===== config.mk =====
export PLATFORM = sky130hd
export DESIGN_NAME = ppps_top
export DESIGN_NICKNAME = d
export VERILOG_FILES = /design/src/hdl/ppps_pkg.sv /design/src/hdl/ppps_top.sv
export VERILOG_INCLUDE_DIRS = /design/src /design/src/hdl
export SDC_FILE = /design/constraint.sdc
export NUM_CORES = 1
export LEC_CHECK = 0
export BUFFER_PORTS_ARGS = -buffer_cell sky130_fd_sc_hd__clkbuf_2
export CAP_MARGIN = 10
export CORE_ASPECT_RATIO = 1.4
export CORE_MARGIN = 5
export CORE_UTILIZATION = 45
export DETAILED_ROUTE_END_ITERATION = 7
export GPL_TIMING_DRIVEN = 0
export PLACE_DENSITY_LB_ADDON = 0.05
export SYNTH_ARGS = -nofsm -noshare
export SYNTH_HDL_FRONTEND = slang
export SYNTH_SLANG_ARGS = --single-unit

===== constraint.sdc =====
create_clock -name clock -period 8.33 [get_ports clock]
set_input_delay 0.4165 -clock clock [delete_from_list [all_inputs] [get_ports clock]]
set_output_delay 0.4165 -clock clock [all_outputs]
set_load 0.005 [all_outputs]

===== src/hdl/ppps_params.svh =====
// Offsets, field positions, masks, field codes and reset values for the parallel port pin, status and write-address block
`ifndef PPPS_PARAMS_SVH
`define PPPS_PARAMS_SVH
`define PPPS_OFF_PIN_ENABLE 8'h00
`define PPPS_OFF_STATUS 8'h04
`define PPPS_OFF_WRITE_TARGET_ADDR 8'h08
`define PPPS_OFF_CONTROL 8'h0C
`define PPPS_OFF_RADDR 8'h10
`define PPPS_OFF_SHARED_ADDR 8'h14
`define PPPS_OFF_DATA_OUT 8'h18
`define PPPS_OFF_IN_BUF 8'h20
`define PPPS_OFF_OUT_BUF 8'h30
`define PPPS_BUF_BLOCK_MASK 8'hF0
`define PPPS_CSF_HI 7
`define PPPS_CSF_LO 6
`define PPPS_SLAVE_BIT 8
`define PPPS_SIXTEEN_BIT_WIDTH_BIT 10
`define PPPS_ADDRESS_DATA_MULTIPLEX_HI 12
`define PPPS_ADDRESS_DATA_MULTIPLEX_LO 11
`define PPPS_DUAL_BUFFER_ENABLE_BIT 17
`define PPPS_CONTROL_MASK 32'h00021DC0
`define PPPS_OVF_BIT 14
`define PPPS_UNF_BIT 6
`define PPPS_CSF_ADDR 2'h0
`define PPPS_CSF_CS2 2'h1
`define PPPS_CSF_BOTH 2'h2
`define PPPS_ADDRESS_DATA_MULTIPLEX_NONE 2'h0
`define PPPS_OUT_EMPTY_RESET 4'hF
`endif


===== src/hdl/ppps_pkg.sv =====
// Types shared by the parallel port pin, status and write-address block
package ppps_pkg;
  // Register port request from software
  typedef struct packed {
    logic [7:0] addr;
    logic [31:0] wdata;
    logic wr;
    logic rd;
  } ppps_bus_req_type;
  // Byte access from the external host in slave mode
  typedef struct packed {
    logic wr;
    logic rd;
    logic [1:0] idx;
    logic [7:0] data;
  } ppps_host_req_type;
  // Master write sequence, Gray coded from PPPS_IDLE to PPPS_WRITE; the return to PPPS_IDLE flips both bits
  typedef enum logic [1:0] {
    PPPS_IDLE = 2'b00,
    PPPS_LATCH = 2'b01,
    PPPS_WRITE = 2'b11
  } ppps_state_type;
endpackage : ppps_pkg


===== src/hdl/ppps_top.sv =====
// Pad role selection, slave buffer status and dual-buffer write addressing for the parallel port
//
// The strobed register port and the register offsets were decided locally.
`timescale 1ns/1ns
`include "ppps_params.svh"
module ppps_top (
  input wire logic clock,
  input wire logic resetn,
  input wire ppps_pkg::ppps_bus_req_type bus_req,
  output logic [31:0] bus_rdata,
  input wire ppps_pkg::ppps_host_req_type host_req,
  output logic [7:0] host_rdata,
  output logic [15:0] port_address_line_out,
  output logic [15:0] port_address_line_oe,
  output logic [15:0] general_io_owned,
  output logic [15:0] port_data_out,
  output logic port_write_strobe,
  output logic port_busy
);
  import ppps_pkg::*;

  // Reset release through two flip-flops
  logic rst_meta_reg;
  logic rst_n;
  always_ff @(posedge clock or negedge resetn) begin
    if (!resetn) begin
      rst_meta_reg <= 1'b0;
      rst_n <= 1'b0;
    end else begin
      rst_meta_reg <= 1'b1;
      rst_n <= rst_meta_reg;
    end
  end

  // Word compare on the register port
  function automatic logic hit(input logic [7:0] a, input logic [7:0] off);
    hit = (a == off);
  endfunction : hit

  // Software registers
  logic [15:0] pin_enable_reg;  // Pad role enables
  logic [15:0] write_target_addr_reg;       // Write target address
  logic [15:0] raddr_reg;       // Read target address
  logic [15:0] shared_addr_reg; // Address used without dual buffering
  logic [31:0] control_reg;     // Main control fields
  logic [15:0] data_out_reg;    // Output data register
  logic [15:0] pad_addr_reg;    // Address presented on the pads
  logic [31:0] rdata_reg;       // Read data, one cycle after the strobe
  logic [7:0] host_rdata_reg;   // Byte returned to the host

  // Slave buffers and flags
  logic [7:0] in_buf_reg [4];
  logic [7:0] out_buf_reg [4];
  logic [3:0] in_full_reg;
  logic [3:0] out_empty_reg;
  logic overflow_reg;
  logic underflow_reg;
  ppps_state_type state_reg;

  // Control field decode
  wire [1:0] chip_select_function = control_reg[`PPPS_CSF_HI:`PPPS_CSF_LO];
  wire [1:0] address_data_multiplex = control_reg[`PPPS_ADDRESS_DATA_MULTIPLEX_HI:`PPPS_ADDRESS_DATA_MULTIPLEX_LO];
  wire slave_mode = control_reg[`PPPS_SLAVE_BIT];
  wire sixteen_bit_width = control_reg[`PPPS_SIXTEEN_BIT_WIDTH_BIT];
  wire dual_buffer_enable = control_reg[`PPPS_DUAL_BUFFER_ENABLE_BIT];

  // Register port strobes
  wire wr_pin = bus_req.wr && hit(bus_req.addr, `PPPS_OFF_PIN_ENABLE);
  wire wr_status = bus_req.wr && hit(bus_req.addr, `PPPS_OFF_STATUS);
  wire wr_write_target_addr = bus_req.wr && hit(bus_req.addr, `PPPS_OFF_WRITE_TARGET_ADDR);
  wire wr_control = bus_req.wr && hit(bus_req.addr, `PPPS_OFF_CONTROL);
  wire wr_raddr = bus_req.wr && hit(bus_req.addr, `PPPS_OFF_RADDR);
  wire wr_shared = bus_req.wr && hit(bus_req.addr, `PPPS_OFF_SHARED_ADDR);
  wire wr_data = bus_req.wr && hit(bus_req.addr, `PPPS_OFF_DATA_OUT);
  wire [1:0] buf_idx = bus_req.addr[3:2];
  wire in_blk = ((bus_req.addr & `PPPS_BUF_BLOCK_MASK) == `PPPS_OFF_IN_BUF) && (bus_req.addr[1:0] == 2'h0);
  wire out_blk = ((bus_req.addr & `PPPS_BUF_BLOCK_MASK) == `PPPS_OFF_OUT_BUF) && (bus_req.addr[1:0] == 2'h0);
  wire [3:0] idx_onehot = 4'h1 << buf_idx;
  wire [3:0] sw_in_read = (bus_req.rd && in_blk) ? idx_onehot : 4'h0;
  wire [3:0] sw_out_write = (bus_req.wr && out_blk) ? idx_onehot : 4'h0;

  // Host strobes act only in slave mode
  wire [3:0] host_onehot = 4'h1 << host_req.idx;
  wire host_wr = host_req.wr && slave_mode;
  wire host_rd = host_req.rd && slave_mode;
  wire [3:0] host_fill = (host_wr && !in_full_reg[host_req.idx]) ? host_onehot : 4'h0;
  wire [3:0] host_take = (host_rd && !out_empty_reg[host_req.idx]) ? host_onehot : 4'h0;
  wire overflow_set = host_wr && in_full_reg[host_req.idx];
  wire underflow_set = host_rd && out_empty_reg[host_req.idx];

  // Flag next values; hardware set wins over software clear
  wire [3:0] in_full_next = host_fill | (in_full_reg & ~sw_in_read);
  wire [3:0] out_empty_next = host_take | (out_empty_reg & ~sw_out_write);
  wire overflow_next = overflow_set | (overflow_reg & ~(wr_status & ~bus_req.wdata[`PPPS_OVF_BIT]));
  wire underflow_next = underflow_set | (underflow_reg & ~(wr_status & ~bus_req.wdata[`PPPS_UNF_BIT]));
  wire input_all_full = &in_full_reg;
  wire output_all_empty = &out_empty_reg;

  // Status word layout
  wire [31:0] status_word = {16'h0000, input_all_full, overflow_reg, 2'h0, in_full_reg,
                             output_all_empty, underflow_reg, 2'h0, out_empty_reg};

  // Read mux, unmapped addresses read zero
  wire [31:0] rdata_next =
    hit(bus_req.addr, `PPPS_OFF_PIN_ENABLE) ? {16'h0000, pin_enable_reg} :
    hit(bus_req.addr, `PPPS_OFF_STATUS) ? status_word :
    hit(bus_req.addr, `PPPS_OFF_WRITE_TARGET_ADDR) ? {16'h0000, write_target_addr_reg} :
    hit(bus_req.addr, `PPPS_OFF_CONTROL) ? control_reg :
    hit(bus_req.addr, `PPPS_OFF_RADDR) ? {16'h0000, raddr_reg} :
    hit(bus_req.addr, `PPPS_OFF_SHARED_ADDR) ? {16'h0000, shared_addr_reg} :
    hit(bus_req.addr, `PPPS_OFF_DATA_OUT) ? {16'h0000, data_out_reg} :
    in_blk ? {24'h000000, in_buf_reg[buf_idx]} : 32'h00000000;

  // Transaction start: in dual buffer mode the data write lands on the MSB byte.
  // Without byte enables every word write covers both bytes, so a data write in dual buffer mode outside slave mode starts one when the sequence is in PPPS_IDLE.
  wire msb_written = sixteen_bit_width ? 1'b1 : 1'b1;
  wire start_write = wr_data && dual_buffer_enable && msb_written && !slave_mode;
  wire [15:0] write_addr_src = dual_buffer_enable ? write_target_addr_reg : shared_addr_reg;
  wire [15:0] idle_addr_src = dual_buffer_enable ? raddr_reg : shared_addr_reg;

  // Top pad roles from chip-select field, bottom pad latch roles from the multiplex field
  wire cs2_role = (chip_select_function == `PPPS_CSF_CS2) || (chip_select_function == `PPPS_CSF_BOTH);
  wire cs1_role = (chip_select_function == `PPPS_CSF_BOTH);
  wire in_write = (state_reg == PPPS_WRITE);
  wire chip_select_two = cs2_role && pad_addr_reg[15] && in_write;
  wire chip_select_one = cs1_role && pad_addr_reg[14] && in_write;
  wire latch_role = (address_data_multiplex != `PPPS_ADDRESS_DATA_MULTIPLEX_NONE);
  wire addr_latch_high = latch_role && (state_reg == PPPS_LATCH);
  wire addr_latch_low = latch_role && (state_reg == PPPS_LATCH);

  // Pad levels per role
  assign port_address_line_out = {
    cs2_role ? chip_select_two : pad_addr_reg[15],
    cs1_role ? chip_select_one : pad_addr_reg[14],
    pad_addr_reg[13:2],
    latch_role ? addr_latch_high : pad_addr_reg[1],
    latch_role ? addr_latch_low : pad_addr_reg[0]
  };
  assign port_address_line_oe = pin_enable_reg;
  assign general_io_owned = ~pin_enable_reg;
  assign port_write_strobe = in_write;
  assign port_busy = (state_reg != PPPS_IDLE);
  assign port_data_out = data_out_reg;
  assign bus_rdata = rdata_reg;
  assign host_rdata = host_rdata_reg;

  // Configuration registers
  always_ff @(posedge clock or negedge rst_n) begin
    if (!rst_n) begin
      pin_enable_reg <= 16'h0000;
      write_target_addr_reg <= 16'h0000;
      raddr_reg <= 16'h0000;
      shared_addr_reg <= 16'h0000;
      control_reg <= 32'h00000000;
      data_out_reg <= 16'h0000;
    end else begin
      if (wr_pin) pin_enable_reg <= bus_req.wdata[15:0];
      if (wr_write_target_addr) write_target_addr_reg <= bus_req.wdata[15:0];
      if (wr_raddr) raddr_reg <= bus_req.wdata[15:0];
      if (wr_shared) shared_addr_reg <= bus_req.wdata[15:0];
      if (wr_control) control_reg <= bus_req.wdata & `PPPS_CONTROL_MASK;
      if (wr_data) data_out_reg <= bus_req.wdata[15:0];
    end
  end

  // Slave flags
  always_ff @(posedge clock or negedge rst_n) begin
    if (!rst_n) begin
      in_full_reg <= 4'h0;
      out_empty_reg <= `PPPS_OUT_EMPTY_RESET;
      overflow_reg <= 1'b0;
      underflow_reg <= 1'b0;
    end else begin
      in_full_reg <= in_full_next;
      out_empty_reg <= out_empty_next;
      overflow_reg <= overflow_next;
      underflow_reg <= underflow_next;
    end
  end

  // Slave byte buffers
  always_ff @(posedge clock or negedge rst_n) begin
    if (!rst_n) begin
      for (int i = 0; i < 4; i++) begin
        in_buf_reg[i] <= 8'h00;
        out_buf_reg[i] <= 8'h00;
      end
      host_rdata_reg <= 8'h00;
    end else begin
      if (|host_fill) in_buf_reg[host_req.idx] <= host_req.data;
      if (|sw_out_write) out_buf_reg[buf_idx] <= bus_req.wdata[7:0];
      if (host_rd) host_rdata_reg <= out_buf_reg[host_req.idx];
    end
  end

  // Read data register
  always_ff @(posedge clock or negedge rst_n) begin
    if (!rst_n) rdata_reg <= 32'h00000000;
    else if (bus_req.rd) rdata_reg <= rdata_next;
  end

  // Master write sequence and pad address
  always_ff @(posedge clock or negedge rst_n) begin
    if (!rst_n) begin
      state_reg <= PPPS_IDLE;
      pad_addr_reg <= 16'h0000;
    end else begin
      case (state_reg)
        PPPS_IDLE: begin
          if (start_write) begin
            state_reg <= PPPS_LATCH;
            pad_addr_reg <= write_addr_src;
          end else begin
            pad_addr_reg <= idle_addr_src;
          end
        end
        PPPS_LATCH: state_reg <= PPPS_WRITE;
        PPPS_WRITE: state_reg <= PPPS_IDLE;
        default: state_reg <= PPPS_IDLE;
      endcase
    end
  end
endmodule : ppps_top


# Yosys cells after proc, flatten, opt, wreduce, memory -nomap -nowiden
# Index checks and enable logic that the tools add are counted.
[totals]
mem_count = 0
latch_bits = 0
mem_bits_ro = 0
reg_bits = 221
mem_bits_rw = 0
elab_cells = 139
inputBits = 56
out_inout_bits = 106
[classes]
bitwise = 19
eq_ne = 13
shifts = 2
mux = 37
n_div = 0
mul = 0
addsub = 0
reduce_logical = 39
magnitude_cmp = 5
[op_table]
columns = ["cell", "n"]
rows = [
  ["2-to-1 mux 16 bit", 6],
  ["2-to-1 mux 18 bit", 4],
  ["bitwise mux 32 bit", 2],
  ["2-to-1 mux 8 bit", 7],
  ["binary-select mux 8 bit (select 2 bit)", 2],
  ["demux 8 bit (select 2 bit)", 2],
  ["logical AND 1 bit", 26],
  ["equality test 8 x 5 -> 1 bit, second input constant", 3],
  ["equality test 8 x 4 -> 1 bit, second input constant", 2],
  ["2-to-1 mux 4 bit", 4],
  ["inverter 16 bit", 1],
  ["AND 4 bit", 2],
  ["equality test 4 x 2 -> 1 bit, second input constant", 2],
  ["equality test 8 x 3 -> 1 bit, second input constant", 1],
  ["zero test 8 bit", 1],
  ["inverter 4 bit", 2],
  ["OR 4 bit", 2],
  ["AND reduction 4 bit", 2],
  ["OR reduction 4 bit", 2],
  ["<< shifter 1 x 2 -> 4 bit, first input constant", 2],
  ["greater-or-equal comparator 3 bit, second input constant", 2],
  ["< comparator 3 x 1 -> 1 bit, second input constant", 2],
  ["2-to-1 mux 1 bit", 6],
  ["inverter 2 -> 3 bit", 2],
  ["other kinds (14)", 28],
]

# Depth between registers and ports, before layout
# Gate-level depths: netlist (run 1).
[depth]
depth_word = 12
ltp_mapped = 7
depth_no_buf = 5

# Worst setup path after synthesis (run 1)
# No wires, ideal clock.
[synth_path]
kind = "in2reg"
startpoint = "in bus_req[41] (netlist bit)"
endpoint = "reg pad_addr_reg[10]"
path_stages = 7
n_path_buf = 3
path_slack_ps = 6275
arrival_time_ps = 1923
setup_ps = 132
required_ps = 8198
path_cell_list = "or4_1 -> buf_6 -> nor4_4 -> buf_6 -> buf_12 -> mux2i_1 -> o21ai_1"
[synth_via]
elab_chain_len = 5
[synth_lines]
columns = ["element", "line", "source"]
rows = [
  ["start, declared", "ppps_top.sv:9", "input wire ppps_pkg::ppps_bus_req_type bus_req,"],
  ["equality test 8 x 5 -> 1 bit", "ppps_top.sv:37", "hit = (a == off);"],
  ["logical AND 1 bit", "ppps_top.sv:74", "wire wr_data = bus_req.wr && hit(bus_req.addr, `PPPS_OFF_DATA_OUT);"],
  ["logical AND 1 bit (2 in a row)", "ppps_top.sv:117", "wire start_write = wr_data && dual_buffer_enable && msb_written && !slave_mode;"],
  ["2-to-1 mux 16 bit", "ppps_top.sv:210", "if (start_write) begin"],
  ["end signal, assigned", "ppps_top.sv:212", "pad_addr_reg <= write_addr_src;"],
  ["end signal, assigned", "ppps_top.sv:214", "pad_addr_reg <= idle_addr_src;"],
  ["end, declared", "ppps_top.sv:47", "logic [15:0] pad_addr_reg;"],
]
# Every way passes these cells.
# A chain may end at the register's enable or synchronous reset.

# Worst setup path after layout (run 1)
[layout_path]
startpoint = "in bus_req[41] (netlist bit)"
endpoint = "reg data_out_reg[8], in the netlist port_data_out[8]"
[layout_via]
elab_chain_len = 2
[layout_lines]
columns = ["element", "line", "source"]
rows = [
  ["equality test 8 x 5 -> 1 bit", "ppps_top.sv:37", ""],
  ["logical AND 1 bit", "ppps_top.sv:74", ""],
  ["end signal, assigned", "ppps_top.sv:162", "if (wr_data) data_out_reg <= bus_req.wdata[15:0];"],
  ["end, declared", "ppps_top.sv:46", "logic [15:0] data_out_reg;"],
]
# Every way passes these cells.

==> out/qor.yml, run 1 <==
power_and_ir_drop:
  cellPowerDensity_mw_per_mm2: 203
  p_leak_uw: 0.00581
  peakVddDrop_mv: 0.156
die:
  ios: 162
  core_mm2: 0.0218
  start_util_pct: 45.5
  die_area_mm2: 0.0251
  dieWidth_um: 135
  fp-row-count: 64
  die_h_um: 186
cells_and_area:
  mostFrequentLayoutCells: "201 x dfrtp_1, 155 x mux2_2, 126 x clkbuf_2, 30 x mux2i_1, 29 x buf_4"
  layout_commonest_cell: "dfrtp_1"
  fin_cells: 1255
  fill_cells: 1966
  nNetsFinal: 999
  drive_gt1_share_pct: 42.6
  diodes: 0
  areaGrowthSynthToFinish_pct: 19.5
clock_tree:
  cts_buffer_depth: 3
  cts_root_buf: "clkbuf_16"
  htreeDepth: 1
  cts_tree: "done"
  cts_resized: 0
  cts_setup_buffers: 0
  cts_buffers: 22
  cts.sinks: 206
  clkTransAtPathRegs_ps: 60
  postCtsHoldBufs: 1
  insertion_delay_ps: 500
timing:
  finalWorstSetupSlack_ps: 5890
  tightestPinTransition_ps: 875
  max_freq_mhz: 409
  min_period_ps: 2440
  tns_ps: 0
  slew_viol_final: 0
  hold_violations: 0
  rsz0062_at_grt: "no"
  clock_skew_ps: 8.62
  finalCritPeriodShare_pct: 29.3
  setup_viol: 0
  relSlewSlack_pct: 41.7
global_routing:
  grt_usage_pct: 24.0
  antenna_found_initial: 0
  grt_pass1_wl_um: 45600
  overflow: 0
  grt_max_degree: 74
  grt_pass1_vias: 7569
setup_path:
  start_kind: "primary input"
  crit_required_ps: 8720
  critPathKind: "primary input to register"
  cp_max_fo: 10
  crit_start: "bus_req[41]"
  critPathCaptureType: "register"
  worst_ep_arrival_time_ps: 2830
  crit-reg2reg-launch: "in_full_reg[3]"
synthesis:
  avgSynthCellArea_um2: 12.8
  synth_edf_count: 0
  ys_seq_area_share_pct: 52.1
  yosysUniqueCellTypes: 63
  syn_area_mm2: 0.00991
  netlist_instances: 773
  synth_ff_type: "dfrtp_1"
  async_flop_share_pct: 100
  yosys_warnings: 0
  synth-seq-cells: 206
routing:
  vias: 7072
  drcViolationCount: 0
  wl_per_cell_um: 24.1
  first_pass_iters: 5
  via_per_inst: 5.64
  drtAntennaViolNets: 0
  drtIter0Drc: 428
  wirelength_um: 30200
placement:
  dpl.hpwl_um: 21700
  place_ws_ps: 5400
  io_buffers: 126
  dp.cells: 1212
  gp_congestion: 0.913
job:
  cap_violations: 0
hold_path:
  holdCritStartpoint: "bus_req[19]"
  min_path_type: "primary input to register"
status:
  outcome: "finished, final reports clean"
-- power breakdown --
| group | internal [µW] | switching [µW] | total [µW] |
|---|---|---|---|
| Combinational | 107 | 120 | 227 |
| Sequential | 1060 | 54.0 | 1120 |
| Clock | 658 | 396 | 1050 |
-- final cells by class --
class	instances	area [µm²]	share of cell area (%)
clock buffer	33	683	5.77
tap	297	372	3.14
multi-input combinational	483	4280	36.1
timing repair buffer	131	711	6.00
sequential	206	5160	43.6
clock inverter	7	110	0.930
inverter	27	101	0.856
buffer	71	418	3.53
-- critical path, stage by stage --
cell	delay, ps
clkbuf_2	90
nor4_2	600
nand2_1	350
nor2_2	510
buf_2	460
mux2_2	390
-- cells by family after synthesis --
| kind of cell | share of synthesized area [%] |
|---|---|
| compound gates | 8.84 |
| fa+ha+maj | 0.126 |
| buf+inv | 5.24 |
| flops | 52.1 |
| mux | 25.7 |
| other cells | 0.0758 |
| simple gates | 7.97 |
-- per-layer routing --
layer / vias up / part of all wire [%] / track usage (%)
li1: 3148 / - / -
met1: 3600 / 40 / 30.0
met2: 262 / 51 / 42.5
met3: 62 / 5.2 / 3.19
met4: 0 / 3.5 / 8.63
met5: - / 0 / 0
-- metrics by stage --
| stage | hold slack [ps] | power (µW) | utilization [%] | cell area (µm²) |
|---|---|---|---|---|
| final | 161 | 2400 | 54.3 | 11800 |
| after CTS | 150 | 2420 | 54.3 | 11800 |
| after global placement | 202 | 1350 | 50.3 | 11000 |
| after floorplan | 121 | 1260 | - | 9960 |
| after global routing | 146 | 2490 | 54.3 | 11800 |
| after detailed placement | 204 | 1360 | 50.6 | 11000 |
-- cells in the mapped netlist, types with 7 or more instances --
library cell	instances	area share [%]
buf_2	15	0.76
nand2_1	20	0.76
o2bb2ai_1	20	1.8
a21o_1	10	0.76
clkbuf_1	20	0.76
inv_1	25	0.95
nand4_1	7	0.44
dfrtp_1	202	51
buf_4	27	2.0
mux2_2	155	18
o21ai_0	20	1.0
mux4_2	19	4.3
o21ai_1	9	0.45
nor2_1	22	0.83
nand3_1	11	0.56
a21oi_1	24	1.2
nor3b_1	14	1.1
mux2i_1	30	3.0
a221oi_1	8	0.71
nor2b_1	11	0.69
nand2b_1	11	0.69
-- worst paths after layout --
kind                                     to  cells after the start  slack (ps)
min reg2reg                           rst_n                      0         350
max reg2reg                   in_buf_reg[6]                      4        6130
max in group asynchronous      raddr_reg[5]                      2        6660
min                         control_reg[17]                      2         160
min in group asynchronous             rst_n                      2         240
max                        port_data_out[8]                      6        5890
Power figures use the tool's default switching activity.
==> run 2, diff against run 1 <==
clock period = 2.1 ns   (was 8.33 ns; I/O delays follow)
==> out/qor.yml, run 2 (synthesized netlist as in run 1, its figures left out) <==
status:
  outcome: "finished, final reports clean"
hold_path:
  holdCritStartpoint: "host_req[8]"
  min_path_type: "primary input to register"
routing:
  drtIter0Drc: 543
  vias: 7283
  wl_met1_um: 12000
  dr_wl_met2_um: 15300
  drcViolationCount: 0
  wirelength_um: 30100
  via_per_inst: 5.69
  drtAntennaViolNets: 0
  first_pass_iters: 6
  wl_met3_um: 1660
  wl_per_cell_um: 23.5
  highest_layer: "met5"
placement:
  dp.cells: 1213
  dpl.hpwl_um: 21600
  io_buffers: 126
  dpl_cell_area_mm2: 0.0110
  gp_congestion: 0.922
cells_and_area:
  nNetsFinal: 1026
  fill_cells: 1889
  fin_cells: 1281
  drive_gt1_share_pct: 41.1
  areaGrowthSynthToFinish_pct: 22.2
  fin_area_mm2: 0.0121
  layout_commonest_cell: "dfrtp_1"
  diodes: 0
  mostFrequentLayoutCells: "201 x dfrtp_1, 155 x mux2_2, 126 x clkbuf_2, 30 x mux2i_1, 29 x dlygate4sd3_1"
die:
  start_util_pct: 45.5
  die_area_mm2: 0.0251
  dieWidth_um: 135
  fp-row-count: 64
  die_h_um: 186
  ios: 162
  core_mm2: 0.0218
setup_path:
  critPathCaptureType: "register"
  cp_max_fo: 9
  start_kind: "register"
  worst_ep_arrival_time_ps: 2420
  critPathKind: "register to register"
  crit_start: "in_full_reg[3]"
  crit_required_ps: 2490
  crit-reg2reg-launch: "in_full_reg[3]"
  rrSetupSlack_ps: 60
timing:
  max_freq_mhz: 491
  finalCritPeriodShare_pct: 97.1
  hold_violations: 0
  setup_viol: 0
  rsz0062_at_grt: "no"
  tightestPinTransition_ps: 834
  min_period_ps: 2040
  clock_skew_ps: 9.35
  slew_viol_final: 0
  relSlewSlack_pct: 44.0
clock_tree:
  cts_buffer_depth: 3
  cts.sinks: 206
  cts_buffers: 22
  htreeDepth: 1
  cts_setup_buffers: 0
  insertion_delay_ps: 510
  cts_tree: "done"
  cts_root_buf: "clkbuf_16"
  clkTransAtPathRegs_ps: 60
global_routing:
  grt_pass1_vias: 7725
  overflow: 0
  grt_pass1_wl_um: 46200
  antenna_found_initial: 1
  grt_usage_pct: 24.1
  grt_max_degree: 70
power_and_ir_drop:
  peakVddDrop_mv: 0.652
  cellPowerDensity_mw_per_mm2: 766
  p_total_uw: 9270
  p_leak_uw: 0.00590
job:
  cap_violations: 0
## run 2: cell count changes in the layout (fill, tap and decap cells not counted), moves of 2 or more
cell	previous run	this run
bufinv_16	3	1
nor4_4	1	4
dlygate4sd3_1	1	29
nor4_2	3	0
clkbuf_1	23	26
## run 2: power breakdown
part	total (µW)	switching [µW]	internal [µW]	leakage [µW]
Combinational	964	499	466	0.00273
Sequential	4420	201	4210	0.00281
Clock	3890	1550	2330	0.000360
## run 2: final cells by class
type                    instances  area [µm²]  share of cell area (%)
flip-flops and latches        206        5160                    42.7
multi-input cells             483        4320                    35.7
repair buffers                158        1000                    8.29
clock buffers                  35         681                    5.62
plain buffers                  71         420                    3.47
well taps                     297         372                    3.07
inverters                      27         101                   0.837
clock inverters                 4        45.0                   0.372
## run 2: timing repair
action | in CTS | in global routing
hold endpoints to repair | 120 | 0
resized for setup | 4 | 2
setup endpoints to repair | 24 | 10
hold buffers | 29 | 0
## run 2: path summary, 6_finish.rpt
path,endpoint,cells after the start
min in group asynchronous,in_buf_reg[29],0
worst min-delay path,out_empty_reg[1],3
worst min register to register,in_buf_reg[29],0
worst max-delay path,in_buf_reg[11],5
max in group asynchronous,raddr_reg[0],2
worst max register to register,in_buf_reg[11],5
## run 2: metrics by stage
| stage | TNS (ps) | hold slack, ps | utilization (%) | setup slack, ps |
|---|---|---|---|---|
| 2_1_floorplan | 0 | -191 | - | 4.45 |
| 3_3_place_gp | -147410 | -109 | 50.3 | -649 |
| 3_5_place_dp | -23690 | -107 | 50.7 | -530 |
| 4_1_cts | 0 | 58.7 | 55.5 | 4.69 |
| 5_1_grt | 0 | 96.1 | 55.6 | 13.9 |
| 6_report | 0 | 73.2 | 55.6 | 61.7 |
## run 2: routing by layer
metal	up-vias	global-route usage, %
met1	3722	30.4
met4	2	8.71
li1	3196	-
met3	73	3.54
met2	290	42.3
met5	-	0
## run 2: critical path: stages (launching register included)
cell and delay (ps):
dfrtp_1 480, mux4_2 520, nor2_1 190, and3_1 180, buf_4 190, mux2_2 350
